[config.mk]
export PLATFORM = sky130hd
export DESIGN_NAME = opv_core
export DESIGN_NICKNAME = d
export VERILOG_FILES = /design/src/include/opv_pkg.sv /design/src/core/opv_fifo.sv /design/src/core/opv_core.sv
export VERILOG_INCLUDE_DIRS = /design/src /design/src/include
export SDC_FILE = /design/constraint.sdc
export NUM_CORES = 1
export LEC_CHECK = 0
export BUFFER_PORTS_ARGS = -buffer_cell sky130_fd_sc_hd__buf_2
export CAP_MARGIN = 25
export CORE_MARGIN = 2
export CORE_UTILIZATION = 45
export CTS_BUF_LIST = sky130_fd_sc_hd__clkbuf_4 sky130_fd_sc_hd__clkbuf_8 sky130_fd_sc_hd__clkbuf_16
export CTS_CLUSTER_DIAMETER = 120
export DETAILED_ROUTE_END_ITERATION = 16
export GPL_TIMING_DRIVEN = 0
export HOLD_SLACK_MARGIN = 0.08
export SYNTH_ARGS = -nofsm -noshare
export SYNTH_HDL_FRONTEND = slang
export SYNTH_HIERARCHICAL = 1
export SYNTH_SLANG_ARGS = --single-unit
export TNS_END_PERCENT = 10
[constraint.sdc]
create_clock -name clk_sys -period 4.55 [get_ports clk_sys]
set_clock_uncertainty 0.15 [all_clocks]
set_input_delay 0.2275 -clock clk_sys [delete_from_list [all_inputs] [get_ports clk_sys]]
set_output_delay 0.2275 -clock clk_sys [all_outputs]
set_load 0.01 [all_outputs]
[src/include/opv_params.svh]
// opv constants: offsets, encodings, reset values and timing counts
`ifndef OPV_PARAMS_SVH
`define OPV_PARAMS_SVH
`define OPV_CLK_HZ          50000000
`define OPV_PSAVE_DLY_US    520
`define OPV_PSAVE_DLY_CYC   ((`OPV_PSAVE_DLY_US * 50) - 1)
`define OPV_STARTUP_US      170
`define OPV_STARTUP_CYC     (`OPV_STARTUP_US * 50)
`define OPV_ACK_VALID_US    2
`define OPV_ACK_VALID_CYC   (`OPV_ACK_VALID_US * 50)
`define OPV_ACK_LOW_US      512
`define OPV_ACK_LOW_CYC     (`OPV_ACK_LOW_US * 50)
`define OPV_EOS_US          2
`define OPV_EOS_CYC         (`OPV_EOS_US * 50)
`define OPV_DEV_ADDR        8'hA5
`define OPV_SEL_CONV_A      2'h1
`define OPV_SEL_CONV_B      2'h2
`define OPV_VOLT_RST        5'h00
`define OPV_HALF_PERIOD_CYC 11
`define OPV_DATA_ACKREQ_BIT 7
`define OPV_DATA_SEL_HI     6
`define OPV_DATA_SEL_LO     5
`endif

[src/include/opv_pkg.sv]
// opv package: state types of the one-pin voltage interface
package opv_pkg;
	typedef enum logic [2:0] {
		OPV_RX_OFF,
		OPV_RX_WAKE,
		OPV_RX_IDLE,
		OPV_RX_LOW,
		OPV_RX_HIGH,
		OPV_RX_ACK_WAIT,
		OPV_RX_ACK_DRIVE
	} opv_rx_state_t;
	typedef logic [4:0] opv_volt_t;
endpackage : opv_pkg

[src/core/opv_fifo.sv]
// opv_fifo: parameterised frame buffer with valid/ready on both sides
`timescale 1ns/1ps
module opv_fifo #(
	parameter int WIDTH = 8,
	parameter int DEPTH = 32
) (
	// clock and reset
	input  wire logic             clk_sys,
	input  wire logic             nrst,
	// fill side
	input  wire logic             in_valid,
	output logic                  in_ready,
	input  wire logic [WIDTH-1:0] in_data,
	// drain side
	output logic                  out_valid,
	input  wire logic             out_ready,
	output logic [WIDTH-1:0]      out_data
);
	localparam int AW = $clog2(DEPTH);
	logic [WIDTH-1:0] mem [DEPTH];
	logic [AW:0]      wr_r;
	logic [AW:0]      rd_r;
	wire              full_w  = (wr_r[AW] != rd_r[AW]) && (wr_r[AW-1:0] == rd_r[AW-1:0]);
	wire              empty_w = (wr_r == rd_r);
	wire              push_w  = in_valid && !full_w;
	wire              pop_w   = out_ready && !empty_w;
	assign in_ready  = !full_w;
	assign out_valid = !empty_w;
	assign out_data  = mem[rd_r[AW-1:0]];
	always_ff @(posedge clk_sys) begin
		if (push_w) mem[wr_r[AW-1:0]] <= in_data;
	end
	always_ff @(posedge clk_sys) begin
		if (!nrst) begin
			wr_r <= '0;
			rd_r <= '0;
		end else begin
			if (push_w) wr_r <= wr_r + 1'b1;
			if (pop_w)  rd_r <= rd_r + 1'b1;
		end
	end
endmodule : opv_fifo

[src/core/opv_core.sv]
// opv_core: one-pin mode/data receiver, voltage registers and switch control
// How it works
// - line high forces pwm on both converters; low allows automatic pwm/pfm.
// - after line falls, power save enables only after the power-save delay.
// - forced pwm starts at once when the line samples high.
// - each converter has its own enable and its own run output.
// - both enables low means shutdown: switches, run outputs and core_active off; forced_pwm is not gated.
// - converter b high side turns on half a period after converter a.
// - high-side limit turns high side off, low side on until low limit clears.
// - over-temperature turns off both switches until the indication clears.
// - frame is address byte then data byte; act only on matching address.
// - data byte is ack request, two select bits, five value bits, msb first.
// - bytes arrive msb first and are shifted in that order.
// - bit decoding is ratio based, working from 1.7 to 160 kbit/s.
// - bit spans falling edge to falling edge; 2x ratio decides one or zero.
// - select 10 writes converter b, 01 converter a, 11 unused.
// - two five-bit voltage registers, 32 values each.
// - receiver active only with an enable high, and after 170 us start-up.
// - acknowledge only with request set, address match and all 16 bits good.
// - acknowledge waits the valid delay after last fall, then pulls low.
// - forced pwm holds throughout any frame reception.
// - a fall starts decoding; staying low for the delay enables power save.
// - voltage registers keep their values while both converters are disabled.
`timescale 1ns/1ps
`include "opv_params.svh"
module opv_core #(
	parameter int PSAVE_DLY_CYC = `OPV_PSAVE_DLY_CYC,
	parameter int STARTUP_CYC   = `OPV_STARTUP_CYC,
	parameter int ACK_LOW_CYC   = `OPV_ACK_LOW_CYC,
	parameter logic [7:0] DEV_ADDR = `OPV_DEV_ADDR,
	parameter int FIFO_DEPTH    = 32
) (
	// clock and reset
	input  wire logic             clk_sys,
	input  wire logic             nrst,
	// mode/data pin, open drain
	input  wire logic             mode_data_in,
	output logic                  mode_data_out,
	output logic                  ack_pulldown_switch,
	// converter enables and analog indications
	input  wire logic             conv_a_enable,
	input  wire logic             conv_b_enable,
	input  wire logic             conv_a_hs_limit,
	input  wire logic             conv_a_ls_limit,
	input  wire logic             conv_b_hs_limit,
	input  wire logic             conv_b_ls_limit,
	input  wire logic             over_temp,
	// power stage controls
	output logic                  forced_pwm,
	output logic                  conv_a_run,
	output logic                  conv_b_run,
	output logic                  conv_a_hs_on,
	output logic                  conv_a_ls_on,
	output logic                  conv_b_hs_on,
	output logic                  conv_b_ls_on,
	output logic                  core_active,
	// voltage settings
	output opv_pkg::opv_volt_t    conv_a_voltage_setting,
	output opv_pkg::opv_volt_t    conv_b_voltage_setting
);
	import opv_pkg::*;

	// ==========================================================
	// line sampling and timebase
	logic        line_r;
	logic [15:0] cnt_r;
	logic [15:0] low_t_r;
	logic [15:0] high_t_r;
	logic [15:0] wake_r;
	logic [4:0]  nbits_r;
	logic [15:0] shift_r;
	logic        psave_r;
	logic        ack_ok_r;
	opv_rx_state_t st_r;
	wire         any_en_w = conv_a_enable | conv_b_enable;
	wire         fall_w   = line_r & ~mode_data_in;
	wire         rise_w   = ~line_r & mode_data_in;
	// decide one bit from its low and high time, 2x ratio each way
	function automatic logic [1:0] bit_decode(input logic [15:0] tl, input logic [15:0] th);
		logic [16:0] tl2;
		logic [16:0] th2;
		tl2 = {tl, 1'b0};
		th2 = {th, 1'b0};
		if ({1'b0, th} >= tl2 && tl != 16'h0000) bit_decode = 2'h3;
		else if ({1'b0, tl} >= th2 && th != 16'h0000) bit_decode = 2'h2;
		else bit_decode = 2'h0;
	endfunction : bit_decode
	wire [1:0]   dec_w    = bit_decode(low_t_r, cnt_r);
	wire [15:0]  frame_w  = {shift_r[14:0], dec_w[0]};
	wire         addr_ok_w = (frame_w[15:8] == DEV_ADDR);
	wire         good_w   = dec_w[1] && (nbits_r == 5'h0F) && addr_ok_w;
	wire         cnt_sat_w = (cnt_r == 16'hFFFF);

	// ==========================================================
	// frame buffer between receiver and register write
	logic        fifo_in_ready;
	logic        fifo_out_valid;
	logic [7:0]  fifo_out_data;
	wire         push_w = (st_r == OPV_RX_HIGH) && fall_w && good_w && fifo_in_ready;
	opv_fifo #(.WIDTH(8), .DEPTH(FIFO_DEPTH)) u_fifo (
		.clk_sys   (clk_sys),
		.nrst      (nrst),
		.in_valid  (push_w),
		.in_ready  (fifo_in_ready),
		.in_data   (frame_w[7:0]),
		.out_valid (fifo_out_valid),
		.out_ready (1'b1),
		.out_data  (fifo_out_data)
	);

	// ==========================================================
	// receiver state machine
	always_ff @(posedge clk_sys) begin
		if (!nrst) begin
			st_r    <= OPV_RX_OFF;
			line_r  <= 1'b0;
			cnt_r   <= 16'h0000;
			low_t_r <= 16'h0000;
			wake_r  <= 16'h0000;
			nbits_r <= 5'h00;
			shift_r <= 16'h0000;
			psave_r <= 1'b1;
			ack_ok_r <= 1'b0;
		end else begin
			line_r <= mode_data_in;
			if (!cnt_sat_w) cnt_r <= cnt_r + 16'h0001;
			if (mode_data_in) psave_r <= 1'b0;
			if (!any_en_w) begin
				st_r <= OPV_RX_OFF;
			end else case (st_r)
				OPV_RX_OFF: begin
					wake_r <= 16'h0000;
					st_r   <= OPV_RX_WAKE;
				end
				OPV_RX_WAKE: begin
					wake_r <= wake_r + 16'h0001;
					if (int'(wake_r) >= STARTUP_CYC - 1) st_r <= OPV_RX_IDLE;
				end
				OPV_RX_IDLE: begin
					if (fall_w) begin
						cnt_r   <= 16'h0000;
						nbits_r <= 5'h00;
						st_r    <= OPV_RX_LOW;
					end
				end
				OPV_RX_LOW: begin
					if (rise_w) begin
						low_t_r <= cnt_r;
						cnt_r   <= 16'h0000;
						st_r    <= OPV_RX_HIGH;
					end else if (int'(cnt_r) >= PSAVE_DLY_CYC) begin
						psave_r <= 1'b1;
						st_r    <= OPV_RX_IDLE;
					end
				end
				OPV_RX_HIGH: begin
					if (fall_w) begin
						cnt_r <= 16'h0000;
						if (dec_w[1]) begin
							shift_r <= frame_w;
							nbits_r <= nbits_r + 5'h01;
						end else begin
							nbits_r <= 5'h00;
						end
						if (nbits_r == 5'h0F) begin
							ack_ok_r <= good_w && frame_w[`OPV_DATA_ACKREQ_BIT];
							st_r     <= OPV_RX_ACK_WAIT;
						end else begin
							st_r <= OPV_RX_LOW;
						end
					end else if (cnt_sat_w) begin
						nbits_r <= 5'h00;
						st_r    <= OPV_RX_IDLE;
					end
				end
				OPV_RX_ACK_WAIT: begin
					if (int'(cnt_r) >= `OPV_ACK_VALID_CYC - 1) begin
						cnt_r <= 16'h0000;
						st_r  <= ack_ok_r ? OPV_RX_ACK_DRIVE : OPV_RX_IDLE;
					end
				end
				OPV_RX_ACK_DRIVE: begin
					if (int'(cnt_r) >= ACK_LOW_CYC - 1) st_r <= OPV_RX_IDLE;
				end
				default: st_r <= OPV_RX_OFF;
			endcase
		end
	end

	// ==========================================================
	// pin and mode outputs
	wire in_frame_w = (st_r == OPV_RX_LOW) || (st_r == OPV_RX_HIGH) || (st_r == OPV_RX_ACK_WAIT);
	always_ff @(posedge clk_sys) begin
		if (!nrst) begin
			mode_data_out       <= 1'b0;
			ack_pulldown_switch <= 1'b0;
			forced_pwm          <= 1'b0;
		end else begin
			mode_data_out       <= 1'b0;
			ack_pulldown_switch <= (st_r == OPV_RX_ACK_DRIVE) && any_en_w;
			forced_pwm          <= mode_data_in || in_frame_w || !psave_r;
		end
	end

	// ==========================================================
	// voltage registers, retained while disabled
	wire [1:0] sel_w = {fifo_out_data[`OPV_DATA_SEL_HI], fifo_out_data[`OPV_DATA_SEL_LO]};
	always_ff @(posedge clk_sys) begin
		if (!nrst) begin
			conv_a_voltage_setting <= `OPV_VOLT_RST;
			conv_b_voltage_setting <= `OPV_VOLT_RST;
		end else if (fifo_out_valid) begin
			if (sel_w == `OPV_SEL_CONV_A) conv_a_voltage_setting <= fifo_out_data[4:0];
			if (sel_w == `OPV_SEL_CONV_B) conv_b_voltage_setting <= fifo_out_data[4:0];
		end
	end

	// ==========================================================
	// switching phase and switch drive
	logic [4:0] ph_r;
	logic       lim_a_r;
	logic       lim_b_r;
	wire        per_end_w = (ph_r == 5'(2 * `OPV_HALF_PERIOD_CYC - 1));
	wire        hs_a_w = (ph_r < 5'(`OPV_HALF_PERIOD_CYC));
	wire        on_a_w = conv_a_enable && !over_temp;
	wire        on_b_w = conv_b_enable && !over_temp;
	always_ff @(posedge clk_sys) begin
		if (!nrst) begin
			ph_r <= 5'h00;
			lim_a_r <= 1'b0;
			lim_b_r <= 1'b0;
			conv_a_run <= 1'b0;
			conv_b_run <= 1'b0;
			conv_a_hs_on <= 1'b0;
			conv_a_ls_on <= 1'b0;
			conv_b_hs_on <= 1'b0;
			conv_b_ls_on <= 1'b0;
			core_active <= 1'b0;
		end else begin
			ph_r <= per_end_w ? 5'h00 : ph_r + 5'h01;
			lim_a_r <= conv_a_hs_limit | (lim_a_r & conv_a_ls_limit);
			lim_b_r <= conv_b_hs_limit | (lim_b_r & conv_b_ls_limit);
			core_active  <= any_en_w;
			conv_a_run   <= on_a_w;
			conv_b_run   <= on_b_w;
			conv_a_hs_on <= on_a_w && hs_a_w && !conv_a_hs_limit && !lim_a_r;
			conv_a_ls_on <= on_a_w && (!hs_a_w || conv_a_hs_limit || lim_a_r);
			conv_b_hs_on <= on_b_w && !hs_a_w && !conv_b_hs_limit && !lim_b_r;
			conv_b_ls_on <= on_b_w && (hs_a_w || conv_b_hs_limit || lim_b_r);
		end
	end
endmodule : opv_core

# == After elaboration in Yosys (flattened, before gate mapping) ==
# Memory sizes are Yosys's and may differ from the RTL's. A register that Yosys moved wholly into a read port is not among the register bits.
# Index checks and enable logic that the tools add are counted.
# classes
div,0
bitwise,11
n_reduce_logical,53
shift,0
addsub,6
n_lt_le_gt_ge,7
mux,34
eq_ne,21
n_mul,0
# ops
operator,count
16-bit 2-to-1 mux,5
16-bit case mux with 3 select lines,1
16-bit by 17-bit >= comparator with 1-bit output,2
"16-bit by 1-bit adder with 16-bit output, second input constant",2
"16-bit by 15-bit >= comparator with 1-bit output, second input constant",2
16-bit case mux with 2 select lines,1
16-bit nonzero test,2
3-bit 2-to-1 mux,10
5-bit 2-to-1 mux,6
1-bit logical AND,21
3-bit case mux with 7 select lines,1
"16-bit == test, second input constant",1
"16-bit by 14-bit >= comparator with 1-bit output, second input constant",1
"16-bit by 7-bit >= comparator with 1-bit output, second input constant",1
"6-bit by 1-bit adder with 6-bit output, second input constant",2
4-bit AND reduction,3
"5-bit by 1-bit adder with 5-bit output, second input constant",2
5-bit case mux with 2 select lines,1
"3-bit == test, second input constant",3
"8-bit == test, second input constant",1
1-bit zero test,8
1-bit logical OR,8
"2-bit != test, second input constant",4
2-bit AND reduction,4
21 further kinds,40
# totals
mem_count,1
regBits,112
ram_bits,256
latch_bits,0
rom_bits,0
wordCells,158
out_inout_bits,20
# memory_table
name,depth,width,read_ports,rd_ports_with_merged_regs,write_ports,line_no,source
u_fifo.mem,32,8,1,1,1,opv_fifo.sv:20,logic [WIDTH-1:0] mem [DEPTH];

# == Longest topological paths before layout ==
# depth
depth_word,11
mapped_depth,13
ltp_nobuf,11

# == Hierarchy ==
# The synthesis kept the hierarchy.
# modules_own_cells
mod,area_per_inst_um2,cells_each,n_inst,seq_area_each_um2
opv_fifo,10700.3,495,1,8027.7
opv_core,5167.5,591,1,2001.9

# == Worst setup path after synthesis ==
# No wires, ideal clock.
# synth_timing
kind,reg-to-reg
from,register cnt_r[12]
to,memory u_fifo.mem[28][0] (enable)
arrival_ns,3.317
path_stages_with_launch,13
path_buffers,2
required_time_ns,4.030
setup_time_ns,0.370
path_slack_ns,0.713
cell_sequence,dfxtp_1 ha_1 nand2_1 o21ai_0 a41o_1 a41oi_1 and3b_1 clkbuf_1 o2111a_1 o31a_1 clkbuf_1 nand2_1 nor2_1
# synth_between
elab_chain_cells,11
elab_cells_between_ends,14
cone_classes,2 x order compare; 4 x mux; 8 x reduce/logical
# synth_rtl
item,line_no,source
"start, declared",opv_core.sv:66,logic [15:0] cnt_r;
"start signal, assigned",opv_core.sv:126,if (!cnt_sat_w) cnt_r <= cnt_r + 16'h0001;
16-bit by 17-bit >= comparator with 1-bit output / 16-bit nonzero test (equally long branches),opv_core.sv:85,"else if ({1'b0, tl} >= th2 && th != 16'h0000) bit_decode = 2'h2;"
1-bit logical AND,opv_core.sv:85,
2-bit 2-to-1 mux,opv_core.sv:85,
2-bit 2-to-1 mux (*),opv_core.sv:84,"if ({1'b0, th} >= tl2 && tl != 16'h0000) bit_decode = 2'h3;"
1-bit logical AND (*) (2 in a row),opv_core.sv:91,wire good_w = dec_w[1] && (nbits_r == 5'h0F) && addr_ok_w;
1-bit logical AND (*) (2 in a row),opv_core.sv:99,wire push_w = (st_r == OPV_RX_HIGH) && fall_w && good_w && fifo_in_ready;
net push_w,opv_core.sv:99,
1-bit logical AND (*),opv_fifo.sv:25,wire push_w = in_valid && !full_w;
1-bit 2-to-1 mux (*),opv_fifo.sv:31,if (push_w) mem[wr_r[AW-1:0]] <= in_data;
1-bit 2-to-1 mux (not written as such) (*),opv_fifo.sv:31,
"end, declared",opv_fifo.sv:20,
# Mark *: on every way through the listed nets, which the timed path passes. The rest lies on a longest branch.

# == Worst setup path in the final report ==
# layout_timing
from,register low_t_r[11]
to,memory u_fifo.mem[2][5] (enable)
# layout_between
elab_chain_cells,11
elab_cells_between_ends,14
cone_classes,2 x order compare; 4 x mux; 8 x reduce/logical
# layout_rtl
item,line_no,source
"start, declared",opv_core.sv:67,logic [15:0] low_t_r;
"start signal, assigned",opv_core.sv:148,low_t_r <= cnt_r;
16-bit by 17-bit >= comparator with 1-bit output,opv_core.sv:85,
1-bit logical AND,opv_core.sv:85,
2-bit 2-to-1 mux,opv_core.sv:85,
2-bit 2-to-1 mux (*),opv_core.sv:84,
1-bit logical AND (*) (2 in a row),opv_core.sv:91,
1-bit logical AND (*) (2 in a row),opv_core.sv:99,
net push_w,opv_core.sv:99,
1-bit logical AND (*),opv_fifo.sv:25,
1-bit 2-to-1 mux (*),opv_fifo.sv:31,
1-bit 2-to-1 mux (not written as such) (*),opv_fifo.sv:31,
# Marked as above.

==> metrics.md <==
| Metric | Value |
|---|---|
| Router iterations before antenna repair | 5 |
| CTS Sinks | 341 |
| Mean Syn Cell Area | 14.1 um2 |
| Fmax | 0.225 GHz |
| I/O pins | 30 |
| Gr ovfl total | 0 |
| Max Cap Violations | 0 |
| Core area | 32300 um2 |
| Net count, final | 1184 |
| Total power draw | 6.49 mW |
| CP max FO | 36 |
| Worst skew pair latency | 0.53 ns |
| Antenna diodes | 0 |
| Initial Utilization | 45.4% |
| Final worst path period share | 97.7% |
| Layout cell share with drive strength beyond 1 | 20.8% |
| Final Hold Vio Count | 0 |
| Pleak | 5.85 nW |
| Dpl ws | -0.340 ns |
| Commonest non-fill, non-tap cell in the layout | edfxtp_1 |
| Die H | 185 um |
| Via count | 8599 |
| First-pass GRT wire length | 49.2 mm |
| Crit start category | flop |
| Post-Route WL | 31.8 mm |
| H-tree levels | 2 |
| Setup TNS | 0 ns |
| Post-CTS Setup Inserts | 0 |
| CP endpoint kind | flop |
| Min-delay worst type | flop to flop |
| Final setup violation count | 0 |
| Warning count from the yosys run | 6 |
| Layout area overhead | 16.5% |
| Final hold slack | 0.320 ns |
| Post-DR vias/cell | 5.37 |
| Run status | completed |
| Die ar. | 34100 um2 |
| Worst endpoint required time | 4.56 ns |
| Chip width | 185 um |
| Measured slew at the worst slew-check pin | 0.962 ns |
| Cts bufs inserted | 38 |
| Vias in the first global route | 8610 |
| Tmin final | 4.44 ns |
| Critical Setup Path Class | flop to flop |
| RSZ-0062 raised after global routing | yes |
| Largest net degree at the start of global routing | 37 |
| HPWL after detailed placement | 22.2 mm |
| Clock root buffer | clkbuf_16 |
| PD cells | 380 nW/um2 |
| Worst vdd ir | 0.000387 V |
| Rows | 66 |
| Max clock buf depth | 3 |
| Rel. slew slack | 35.4% |
| Final Util | 52.9% |
| Number of DRC markers in iteration 0 | 546 |
| Port-buffer cells | 27 |
| Routability cong. | 0.826 |
| Crit path arrival time | 4.46 ns |
| CTS tree | built |
| Mapped Area | 14700 um2 |
| Cells after synthesis | 1043 |
| Post-route ant nets | 0 |
| Total track usage | 19.1% |
| Final setup margin | 0.105 ns |
| Antenna violations before repair | 1 |
| Wirelength per Cell | 19.9 um |
| Clk slew on worst S/H paths | 0.06 ns |
| Final Max Slew Viols | 0 |
| # DRC | 0 |
| Commonest cells after routing, fill and taps aside | edfxtp_1 (224), dfxtp_1 (117), nand2_1 (92) |
[layout make-up]
| cell class | instances | area, um2 |
|---|---|---|
| multi-input combinational | 617 | 5370 |
| clock buffer | 56 | 1150 |
| sequential | 341 | 9070 |
| inverter | 39 | 146 |
| timing repair buffer | 47 | 423 |
| tap | 442 | 553 |
| clock inverter | 11 | 105 |
| fill | 2687 | 15200 |
| buffer | 48 | 274 |
[layer usage]
| metal | GRT usage [%] | vias up | routed length, um |
|---|---|---|---|
| li1 | - | 4103 | - |
| met1 | 25.6 | 4288 | 14100 |
| met2 | 32.8 | 165 | 15800 |
| met3 | 2.67 | 43 | 1220 |
| met4 | 5.02 | 0 | 688 |
| met5 | 0 | - | 0 |
[timing repair]
action | CTS | global route
hold buffers | 13 | 0
endpoints found under the setup margin | 168 | 168
hold endpoints to repair | 55 | 0
resized for setup | 6 | 42
[where the power goes]
| group | total (mW) | internal (mW) | leakage (nW) | switching (mW) |
|---|---|---|---|---|
| Combinational | 0.186 | 0.0738 | 2.12 | 0.112 |
| Clock | 3.00 | 1.81 | 0.625 | 1.19 |
| Sequential | 3.30 | 3.28 | 3.11 | 0.0167 |
| Total | 6.49 | 5.17 | 5.85 | 1.32 |
[worst max-delay path: stages, from the launching register on]
cell      delay, ns
dfxtp_1        0.41
inv_1          0.07
ha_1           0.31
nand2_1        0.05
o21ai_0        0.40
a41o_1         0.20
a41oi_1        0.17
and3b_1        0.24
clkbuf_4       0.44
o2111a_1       0.36
o31a_1         0.16
clkbuf_1       0.33
nand2_2        0.34
nor2_2         0.45
[stage by stage]
| stage | instance area (um2) | std cells |
|---|---|---|
| after floorplan | 14700 | 1045 |
| after global placement | 15400 | 1514 |
| after detailed placement | 15500 | 1520 |
| after CTS | 16900 | 1600 |
| after global routing | 17100 | 1601 |
| final | 17100 | 1601 |
[final timing paths]
check,startpoint,to,slack (ns),depth (start not counted)
setup reg to reg,low_t_r[11]$_SDFFE_PN0P_,u_fifo/mem[2][5]$_DFFE_PP_,0.11,13
hold / removal,shift_r[14]$_SDFFE_PN0P_,shift_r[14]$_SDFFE_PN0P_,0.32,2
hold reg to reg,shift_r[14]$_SDFFE_PN0P_,shift_r[14]$_SDFFE_PN0P_,0.32,2
setup / recovery,low_t_r[11]$_SDFFE_PN0P_,u_fifo/mem[2][5]$_DFFE_PP_,0.11,13
[registers in the layout, indices dropped and copies added, names as in the netlist, 3 cells and up, named ones only]
register / flops
u_fifo/rd_r: 6
low_t_r: 16
wake_r: 16
u_fifo/mem: 224
cnt_r: 16
ph_r: 5
st_r: 3
nbits_r: 5
conv_b_voltage_setting: 5
u_fifo/wr_r: 6
shift_r: 15
conv_a_voltage_setting: 5
No activity file was read; power rests on OpenSTA's default activity.
